**src/inc/sdram_pkg.sv**
```systemverilog
// Package of shared constants and types for the DRAM command and clock-enable logic
package sdram_pkg;

  localparam int unsigned addr_width = 12;
  localparam int unsigned auto_precharge_pos = 10;
  localparam int unsigned bank_select_pos = 11;
  localparam int unsigned row_width = 11;
  localparam int unsigned col_width = 8;

  // Row cycle time and its count at 40 MHz
  localparam int unsigned clk_period_ps = 25000;
  localparam int unsigned row_cycle_time_ps = 60000;
  localparam int unsigned row_cycle_cycles = (row_cycle_time_ps + clk_period_ps - 1) / clk_period_ps;
  localparam int unsigned cnt_width = 4;

  // Command code on {cs, ras, cas, we}, all active low
  typedef enum logic [3:0] {
    no_operation_command = 4'h7,
    burst_stop_command = 4'h6,
    read_command = 4'h5,
    write_command = 4'h4,
    bank_activate_command = 4'h3,
    precharge_command = 4'h2,
    refresh_command = 4'h1,
    mode_register_set_command = 4'h0
  } cmd_t;

  // Per-bank state
  typedef enum logic [5:0] {
    bank_idle = 6'h01,
    bank_active = 6'h02,
    bank_read = 6'h04,
    bank_write = 6'h08,
    read_with_autoprecharge_state = 6'h10,
    write_with_autoprecharge_state = 6'h20
  } bank_state_t;

  // Clock-enable related device state
  typedef enum logic [4:0] {
    dev_normal = 5'h01,
    dev_self_refresh = 5'h02,
    dev_sr_recovery = 5'h04,
    dev_power_down = 5'h08,
    dev_suspend = 5'h10
  } dev_state_t;

  // Controller request kinds
  typedef enum logic [3:0] {
    req_nop = 4'h0,
    req_activate = 4'h1,
    req_read = 4'h2,
    req_write = 4'h3,
    req_precharge = 4'h4,
    req_refresh = 4'h5,
    req_mode_set = 4'h6,
    req_burst_stop = 4'h7,
    req_self_refresh = 4'h8,
    req_power_down = 4'h9,
    req_suspend = 4'ha,
    req_wake = 4'hb
  } req_t;

endpackage : sdram_pkg

```
**src/inc/sdram_if.sv**
```systemverilog
// Interface joining the memory controller to the DRAM command pins
interface sdram_if;
  logic cke;
  logic cs_n;
  logic ras_n;
  logic cas_n;
  logic we_n;
  logic [11:0] addr;

  modport controller (
    output cke, cs_n, ras_n, cas_n, we_n, addr
  );

  modport device (
    input cke, cs_n, ras_n, cas_n, we_n, addr
  );
endinterface : sdram_if

```
**src/hdl/sdram_dev.sv**
```systemverilog
// DRAM end: command decode, clock-enable state and per-bank state tracking
//
// Function
// - Self-refresh exit needs deselect or no-operation
// - Recovery returns idle after row cycle time
// - Clock-enable drop in recovery enters power-down
// - Clock-enable rise leaves power-down to idle
// - Idle decode: nop, activate/precharge, refresh, mode
// - Both banks idle: clock-enable drop enters self-refresh on refresh, else power-down
// - Clock-enable drop elsewhere suspends internal clock
// - Clock-enable rise ends suspend next cycle
// - Suspend entry command must be legal (not checked here: suspend entry never sets the illegal flag)
// - Activate opens row in selected bank
// - Read/write chooses plain or auto-precharge state
// - Inputs captured only on rising clock edge
// - Two address bits below auto-precharge ignored
module sdram_dev
  import sdram_pkg::*;
(
  input wire logic ref_clk_in,
  input wire logic resetn_in,
  sdram_if.device pins,
  output bank_state_t bank0_state_out,
  output bank_state_t bank1_state_out,
  output dev_state_t dev_state_out,
  output logic [10:0] open_row0_out,
  output logic [10:0] open_row1_out,
  output logic [7:0] column_out,
  output logic column_valid_out,
  output logic [11:0] mode_op_out,
  output logic illegal_out
);

  typedef struct packed {
    logic cke_prev;
    dev_state_t dev;
    bank_state_t [1:0] bank;
    logic [1:0][10:0] row;
    logic [7:0] column;
    logic column_valid;
    logic [11:0] mode_op;
    logic illegal;
    logic [3:0] rc_count;
    logic cke;
    logic [3:0] cmd;
    logic [11:0] addr;
  } dev_t;

  dev_t st;
  dev_t next_st;
  logic nop_like;
  logic both_idle;
  logic bsel;
  logic ap;

  // ----------------------------------------
  // Decode of the captured pins
  // ----------------------------------------
  assign nop_like = st.cmd[3] || st.cmd[2] && st.cmd[1];
  assign both_idle = st.bank[0] == bank_idle && st.bank[1] == bank_idle;
  assign bsel = st.addr[bank_select_pos];
  assign ap = st.addr[auto_precharge_pos];

  always_comb begin
    next_st = st;
    next_st.cke = pins.cke;
    next_st.cmd = {pins.cs_n, pins.ras_n, pins.cas_n, pins.we_n};
    next_st.addr = pins.addr;
    next_st.cke_prev = st.cke;
    next_st.column_valid = 1'b0;
    next_st.illegal = 1'b0;
    if (st.rc_count != 4'h0) begin
      next_st.rc_count = st.rc_count - 4'h1;
    end
    case (st.dev)
      dev_self_refresh: begin
        if (!st.cke_prev && st.cke) begin
          if (nop_like) begin
            next_st.dev = dev_sr_recovery;
            next_st.rc_count = 4'(row_cycle_cycles);
          end else begin
            next_st.illegal = 1'b1;
          end
        end else if (st.cke_prev) begin
          next_st.illegal = 1'b1;
        end
      end
      dev_sr_recovery: begin
        if (!st.cke_prev && !st.cke) begin
          next_st.dev = dev_sr_recovery;
        end else if (!nop_like && st.cke_prev) begin
          next_st.illegal = 1'b1;
        end else if (st.cke_prev && !st.cke) begin
          next_st.dev = dev_power_down;
        end else if (st.cke_prev && st.rc_count <= 4'h1) begin
          next_st.dev = dev_normal;
        end
      end
      dev_power_down: begin
        if (!st.cke_prev && st.cke) begin
          next_st.dev = dev_normal;
        end else if (st.cke_prev) begin
          next_st.illegal = 1'b1;
        end
      end
      dev_suspend: begin
        if (st.cke) begin
          next_st.dev = dev_normal;
        end
      end
      dev_normal: begin
        if (st.cke_prev && !st.cke) begin
          if (!both_idle) begin
            next_st.dev = dev_suspend;
          end else if (st.cmd == refresh_command) begin
            next_st.dev = dev_self_refresh;
          end else begin
            next_st.dev = dev_power_down;
          end
        end else if (st.cke_prev && st.cke && !st.cmd[3]) begin
          case (st.cmd)
            bank_activate_command: begin
              if (st.bank[bsel] == bank_idle) begin
                next_st.bank[bsel] = bank_active;
                next_st.row[bsel] = st.addr[row_width-1:0];
              end else begin
                next_st.illegal = 1'b1;
              end
            end
            read_command, write_command: begin
              if (st.bank[bsel] == bank_idle) begin
                next_st.illegal = 1'b1;
              end else begin
                next_st.column = st.addr[col_width-1:0];
                next_st.column_valid = 1'b1;
                if (st.cmd == read_command) begin
                  next_st.bank[bsel] = ap ? read_with_autoprecharge_state : bank_read;
                end else begin
                  next_st.bank[bsel] = ap ? write_with_autoprecharge_state : bank_write;
                end
                if (st.bank[!bsel] == bank_read || st.bank[!bsel] == bank_write) begin
                  next_st.bank[!bsel] = bank_active;
                end
              end
            end
            precharge_command: begin
              if (ap) begin
                next_st.bank[0] = bank_idle;
                next_st.bank[1] = bank_idle;
              end else begin
                next_st.bank[bsel] = bank_idle;
              end
            end
            burst_stop_command: begin
              for (int b = 0; b < 2; b++) begin
                if (st.bank[b] == bank_read || st.bank[b] == bank_write) begin
                  next_st.bank[b] = bank_active;
                end
              end
            end
            refresh_command: begin
              next_st.illegal = !both_idle;
            end
            mode_register_set_command: begin
              if (both_idle) begin
                next_st.mode_op = st.addr;
              end else begin
                next_st.illegal = 1'b1;
              end
            end
            default: begin
              next_st.illegal = 1'b0;
            end
          endcase
        end
      end
      default: begin
        next_st.dev = dev_normal;
      end
    endcase
  end

  // ----------------------------------------
  // State register
  // ----------------------------------------
  always_ff @(posedge ref_clk_in or negedge resetn_in) begin
    if (!resetn_in) begin
      st <= '{cke_prev: 1'b1, dev: dev_normal, bank: '{bank_idle, bank_idle}, row: '0,
              column: 8'h00, column_valid: 1'b0, mode_op: 12'h000, illegal: 1'b0,
              rc_count: 4'h0, cke: 1'b1, cmd: 4'h7, addr: 12'h000};
    end else begin
      st <= next_st;
    end
  end

  assign bank0_state_out = st.bank[0];
  assign bank1_state_out = st.bank[1];
  assign dev_state_out = st.dev;
  assign open_row0_out = st.row[0];
  assign open_row1_out = st.row[1];
  assign column_out = st.column;
  assign column_valid_out = st.column_valid;
  assign mode_op_out = st.mode_op;
  assign illegal_out = st.illegal;

endmodule : sdram_dev

```
**src/flat_wrapper.sv**
```systemverilog
// flat-port wrapper written by rule: the top's interface ports become plain ports
module sdram_dev_flat import sdram_pkg::*;
  (ref_clk_in, resetn_in, bank0_state_out, bank1_state_out, dev_state_out, open_row0_out, open_row1_out, column_out, column_valid_out, mode_op_out, illegal_out, pins_cke, pins_cs_n, pins_ras_n, pins_cas_n, pins_we_n, pins_addr);
  sdram_if pins_i ();
  input wire logic ref_clk_in;
  input wire logic resetn_in;
  output bank_state_t bank0_state_out;
  output bank_state_t bank1_state_out;
  output dev_state_t dev_state_out;
  output logic [10:0] open_row0_out;
  output logic [10:0] open_row1_out;
  output logic [7:0] column_out;
  output logic column_valid_out;
  output logic [11:0] mode_op_out;
  output logic illegal_out;
  input wire logic [$bits(pins_i.cke)-1:0] pins_cke;
  input wire logic [$bits(pins_i.cs_n)-1:0] pins_cs_n;
  input wire logic [$bits(pins_i.ras_n)-1:0] pins_ras_n;
  input wire logic [$bits(pins_i.cas_n)-1:0] pins_cas_n;
  input wire logic [$bits(pins_i.we_n)-1:0] pins_we_n;
  input wire logic [$bits(pins_i.addr)-1:0] pins_addr;
  assign pins_i.cke = pins_cke;
  assign pins_i.cs_n = pins_cs_n;
  assign pins_i.ras_n = pins_ras_n;
  assign pins_i.cas_n = pins_cas_n;
  assign pins_i.we_n = pins_we_n;
  assign pins_i.addr = pins_addr;
  sdram_dev u_core (.ref_clk_in(ref_clk_in), .resetn_in(resetn_in), .pins(pins_i), .bank0_state_out(bank0_state_out), .bank1_state_out(bank1_state_out), .dev_state_out(dev_state_out), .open_row0_out(open_row0_out), .open_row1_out(open_row1_out), .column_out(column_out), .column_valid_out(column_valid_out), .mode_op_out(mode_op_out), .illegal_out(illegal_out));
endmodule
```
**config.mk**
```make
export PLATFORM = sky130hd
export DESIGN_NAME = sdram_dev_flat
export DESIGN_NICKNAME = d
export VERILOG_FILES = /design/src/inc/sdram_pkg.sv /design/src/inc/sdram_if.sv /design/src/hdl/sdram_dev.sv /design/src/flat_wrapper.sv
export SDC_FILE = /design/constraint.sdc
export NUM_CORES = 1
export LEC_CHECK = 0
export BUFFER_PORTS_ARGS = -buffer_cell sky130_fd_sc_hd__clkbuf_2
export CAP_MARGIN = 20
export CORE_MARGIN = 2
export CORE_UTILIZATION = 59
export CTS_CLUSTER_DIAMETER = 50
export DETAILED_ROUTE_END_ITERATION = 8
export PLACE_DENSITY = 0.84
export SLEW_MARGIN = 20
export SYNTH_ARGS = -nofsm -noshare
export SYNTH_HDL_FRONTEND = slang
export SYNTH_SLANG_ARGS = --single-unit
```
**constraint.sdc**
```tcl
create_clock -name ref_clk_in -period 3.21 [get_ports ref_clk_in]
set_input_delay 0.1605 -clock ref_clk_in [delete_from_list [all_inputs] [get_ports ref_clk_in]]
set_output_delay 0.1605 -clock ref_clk_in [all_outputs]
set_load 0.1 [all_outputs]
```
After elaboration in Yosys (flattened, before gate mapping)
Cells that the tools add are included.

storage, ports and cells
  register bits after elaboration = 83
  output and inout bits = 61
  word-level logic and storage cells = 155

operators by class
  add/subtract/negate cells = 1
  $lt $le $gt $ge = 5
  eq/ne operators = 31
  mux-type cells = 62
  bitwise operators = 11
  reductions and logical operators = 31

operators with widths
  operator            number
  $mux 12             11
  $mux 5              11
  $mux 6              9
  $pmux 12 s4         1
  $mux 34             1
  $and 10x10->10      3
  $not 10->10         3
  $mux 14             2
  $pmux 5 s5          1
  $bwmux 12           2
  $bwmux 22           1
  $reduce_and 7->1    3
  $mux 4              5
  $eq 6x1->1 const B  3
  $eq 6x3->1 const B  3
  $eq 6x4->1 const B  3
  $ne 2x1->1 const B  8
  $reduce_and 5->1    3
  $mux 13             1
  $demux 6 s1         2
  $eq 4x3->1 const B  3
  $demux 11 s1        1
  $logic_and 1x1->1   11
  $mux 1              11
  other kinds (23)    39

Logic depth before layout (Yosys ltp)
  depth in word-level cells = 15
  gate-level depth with buffers = 7

Worst setup path after synthesis
No wires, ideal clock.

  kind = register -> register
  start point = reg u_core.st[14] (netlist bit)
  end point = reg u_core.st (netlist bit u_core.column_out[0])
  library setup time = 0.125 ns
  arrival = 1.917 ns
  required time = 3.085 ns
  setup slack = 1.168 ns
  cell stages (with the launch flop) = 5
  path buffers = 1
  clock period less this slack = 2.042 ns
  path through = dfstp_2 or3b_2 clkbuf_1 nor3_2 mux2_2

on the way
  longest elaborated chain between the ends = 3
  elaborated cells on any way between the ends = 4
  classes of those cells = 2 x eq/ne; 2 x reduce/logical

ends and longest elaborated chain
  element                                RTL line          text
  from (decl)                            sdram_dev.sv:49   dev_t st;
  from (signal assigned)                 sdram_dev.sv:188  st <= '{cke_prev: 1'b1, dev: dev_normal, bank: '{bank_idle, bank_idle}, row: '0,
  from (signal assigned)                 sdram_dev.sv:192  st <= next_st;
  $eq 4x3->1                             sdram_dev.sv:121  case (st.cmd)
  $reduce_or 2->1 (*)                    sdram_dev.sv:121
  $reduce_and 5->1 (no source line) (*)  n/a

Mark *: on every way between the ends. The rest lies on a longest branch, timed or not.
A chain may end at the register's enable or synchronous reset.

Final worst setup path
  start point = reg u_core.st (netlist bit u_core.bsel)
  end point = reg u_core.st (netlist bit u_core.column_out[7])

on the way
  longest elaborated chain between the ends = 5

ends and longest elaborated chain
  element                                    RTL line          text
  $mux 6 (not written as such) (2 in a row)  sdram_dev.sv:131  if (st.bank[bsel] == bank_idle) begin
  $eq 6x1->1                                 sdram_dev.sv:131
  $not 1->1 (no source line)                 n/a
  $reduce_and 5->1 (no source line)          n/a

No other way between the ends. The select of a mux whose other input is x is not followed.

==> reports/qor.yml <==
drc: 0
grt.total_usage_pct: 23.59
rows: 30
diodes: 0
grt_antenna_before_repair: 0
grt_pass1_vias: 2697
status: "completed"
die_w_um: 87.48
grt_pass1_wl_um: 13710
regArea_sq_mm: 0.002087
fin_hold_ws_ns: 0.3996
cp_slowest_cell: "nor3_2"
cp-start-kind: "flop"
grt.overflow.total: 0
ctsResizeCount: 0
die_h_um: 87.48
placed_area_sq_mm: 0.004144
core-area_sq_mm: 0.006756
dp_hpwl_um: 5995
period_needed_ns: 2.340
min_period_over_period_pct: 72.88
p_seq_share_pct: 41.0
routed-wl-met2_um: 4281
yosys_register_bits: 83
final_area_sq_mm: 0.004504
tns_ns: 0
async_flop_share_pct: 100.0
cap_violations: 0
clk_path_buf_depth: 2
clk_latency_ns: 0.36
startpoint: "u_core.bsel$_DFF_PN0_"
grt_setup_unrepaired: "false"
clkTransAtPathRegs_ns: 0.09
syn_nets: 392
wl_um: 8606
vdd_drop_max_v: 0.0003837
drt_iter0_drc: 255
route.met3.wl_um: 513
cts_buffers: 9
port_buffers: 79
hp-class: "primary input to async pin"
first_pass_iters: 4
combinationalPowerShare_pct: 37.3
routed.top_layer: "met4"
synth-warning-count: 0
critPathMaxStageDelay_ns: 0.61
syn_area_per_cell_sq_um: 11.11
finalHoldViolations: 0
htreeDepth: 3
nNetsFinal: 433
power_frac_clock_pct: 21.7
area_growth_syn_to_layout_pct: 9.556
fill_cells: 530
grt_max_degree: 84
vias: 2841
viasPerCell: 5.728
crit_required_ns: 3.45
synth_cells: 370
io_pins: 80
seq_area_frac_synth_pct: 50.76
cts_tree: "done"
relSlewSlack_pct: 51.03
wl_met1_um: 3673
post_route_cells_drive_above_1_share_pct: 37.50
synth_largest_area_cell: "dfrtp_1"
synth_area_sq_mm: 0.004111
multi_input_area_sq_mm: 0.001506
max_freq_mhz: 427.4
powerDensity_mw_per_mm2: 707.5
routedWlPerCell_um: 17.35
crit_type: "flop to flop"
power.internal_mw: 1.748
final_antenna_net_count: 0
finalMaxSlewViolations: 0
end_kind: "flop"
yosys.area.top_type_share_pct: 45.65
cp_max_fo: 10
yosysUniqueCellTypes: 58
path_cells: "buf_4 -> clkinv_1 -> nand4_1 -> nand2_1 -> nor3_2 -> mux2_2"
p_leak_nw: 2.251
r2r_start: "u_core.bsel$_DFF_PN0_"
synth_edf_count: 0
power_mw: 3.187
routabilityCongestion: 0.9449
setup_violations: 0
cts.sinks: 83
synth_ff_type: "dfrtp_1"
yosys-top-cells-area: "dfrtp_1 (46%), mux2_2 (12%), buf_4 (11%)"
swShare_pct: 45.14
fin_skew_ns: 0.01284
p_switching_mw: 1.438
arrival_ns: 2.58
clockRootBuffer: "clkbuf_8"
tightest_slew_ns: 0.7346
die-area_sq_mm: 0.007652
initial_utilization_pct: 60.85
## worst paths after layout
| kind | endpoint | slack [ns] | cells after the start |
|---|---|---|---|
| worst max-delay path | u_core.column_out[7]$_DFFE_PN0P_ | 0.87 | 6 |
| worst min-delay path | u_core.dev_state_out[3]$_DFFE_PN0P_ | 0.40 | 2 |
| worst max register to register | u_core.column_out[7]$_DFFE_PN0P_ | 0.87 | 6 |
| worst min register to register | u_core.st[82]$_DFF_PN1_ | 0.46 | 0 |
| max in group asynchronous | u_core.bank1_state_out[5]$_DFFE_PN0P_ | 2.29 | 2 |
| min in group ref_clk_in | u_core.st[12]$_DFF_PN1_ | 0.44 | 2 |
## critical path, delay by kind of cell (launching register included)
family,cells,cell delay [ns]
flip-flops,1,0.33
buffers and inverters,2,0.43
AND/OR/NAND/NOR,3,1.05
multiplexers,1,0.41
## layout by cell type (no fill, tap or decap), types with 9 or more instances in the layout
master	n
o21ai_0	14
clkbuf_8	9
dfrtp_1	75
nor2_1	18
mux2_2	42
a21oi_1	11
nand2_1	27
dlygate4sd3_1	18
clkbuf_2	78
## logic make-up after synthesis
family	share of synthesized area, %
AND/OR/NAND/NOR	14.15
buffers and inverters	12.72
flip-flops	50.76
XOR/XNOR	0.8523
adder cells (fa/ha/maj)	0.9131
AO/OA/AOI/OAI	9.100
multiplexers	11.50
## synth_stat cells, types with 4 or more instances
master    number
nand3_1        8
inv_1          7
nor4_1         6
dfstp_2        8
clkbuf_1       5
a21oi_1       11
mux2_2        42
dfrtp_1       75
o21ai_0       14
nand3b_1       5
nor3_1         5
a21o_1         4
buf_4         60
o211ai_1       4
nand2_1       27
and3_1         4
nor2_1        18
o21ai_1        4
nand4_1        4
nor2b_1        4
## per-layer routing
layer,GRT usage (%),vias to the layer above
li1,-,1333
met1,32.25,1393
met2,36.43,99
met3,5.118,16
met4,10.21,0
met5,0,-
## per-stage QoR
step	cells	setup slack [ns]	util [%]
floorplan	370	1.168	-
global placement	462	0.9245	61.33
detailed placement	462	0.8660	61.33
CTS	495	0.8650	66.46
global route	496	0.7226	66.67
finish	496	0.8704	66.67
## power groups by stage
stage          Clock [mW]  Combinational (mW)  Sequential (mW)
2_1_floorplan           0                1.10             1.29
3_3_place_gp            0                1.15             1.32
3_5_place_dp            0                1.17             1.32
4_1_cts             0.695                1.19             1.30
5_1_grt             0.748                1.26             1.32
6_report            0.692                1.19             1.31
## final cells by class
class	count	area share (%)
well taps	80	2.222
inverters	8	0.6667
repair buffers	100	13.42
flip-flops and latches	83	46.33
clock buffers	10	2.833
clock inverters	6	1.083
multi-input cells	209	33.44
## what timing repair did
item / CTS / global route
endpoints found under the hold margin: 17 / 75
hold buffers: 17 / 1
endpoints found under the setup margin: 0 / 0
setup buffers: 0 / 0
(Power assumes the default switching activity.)
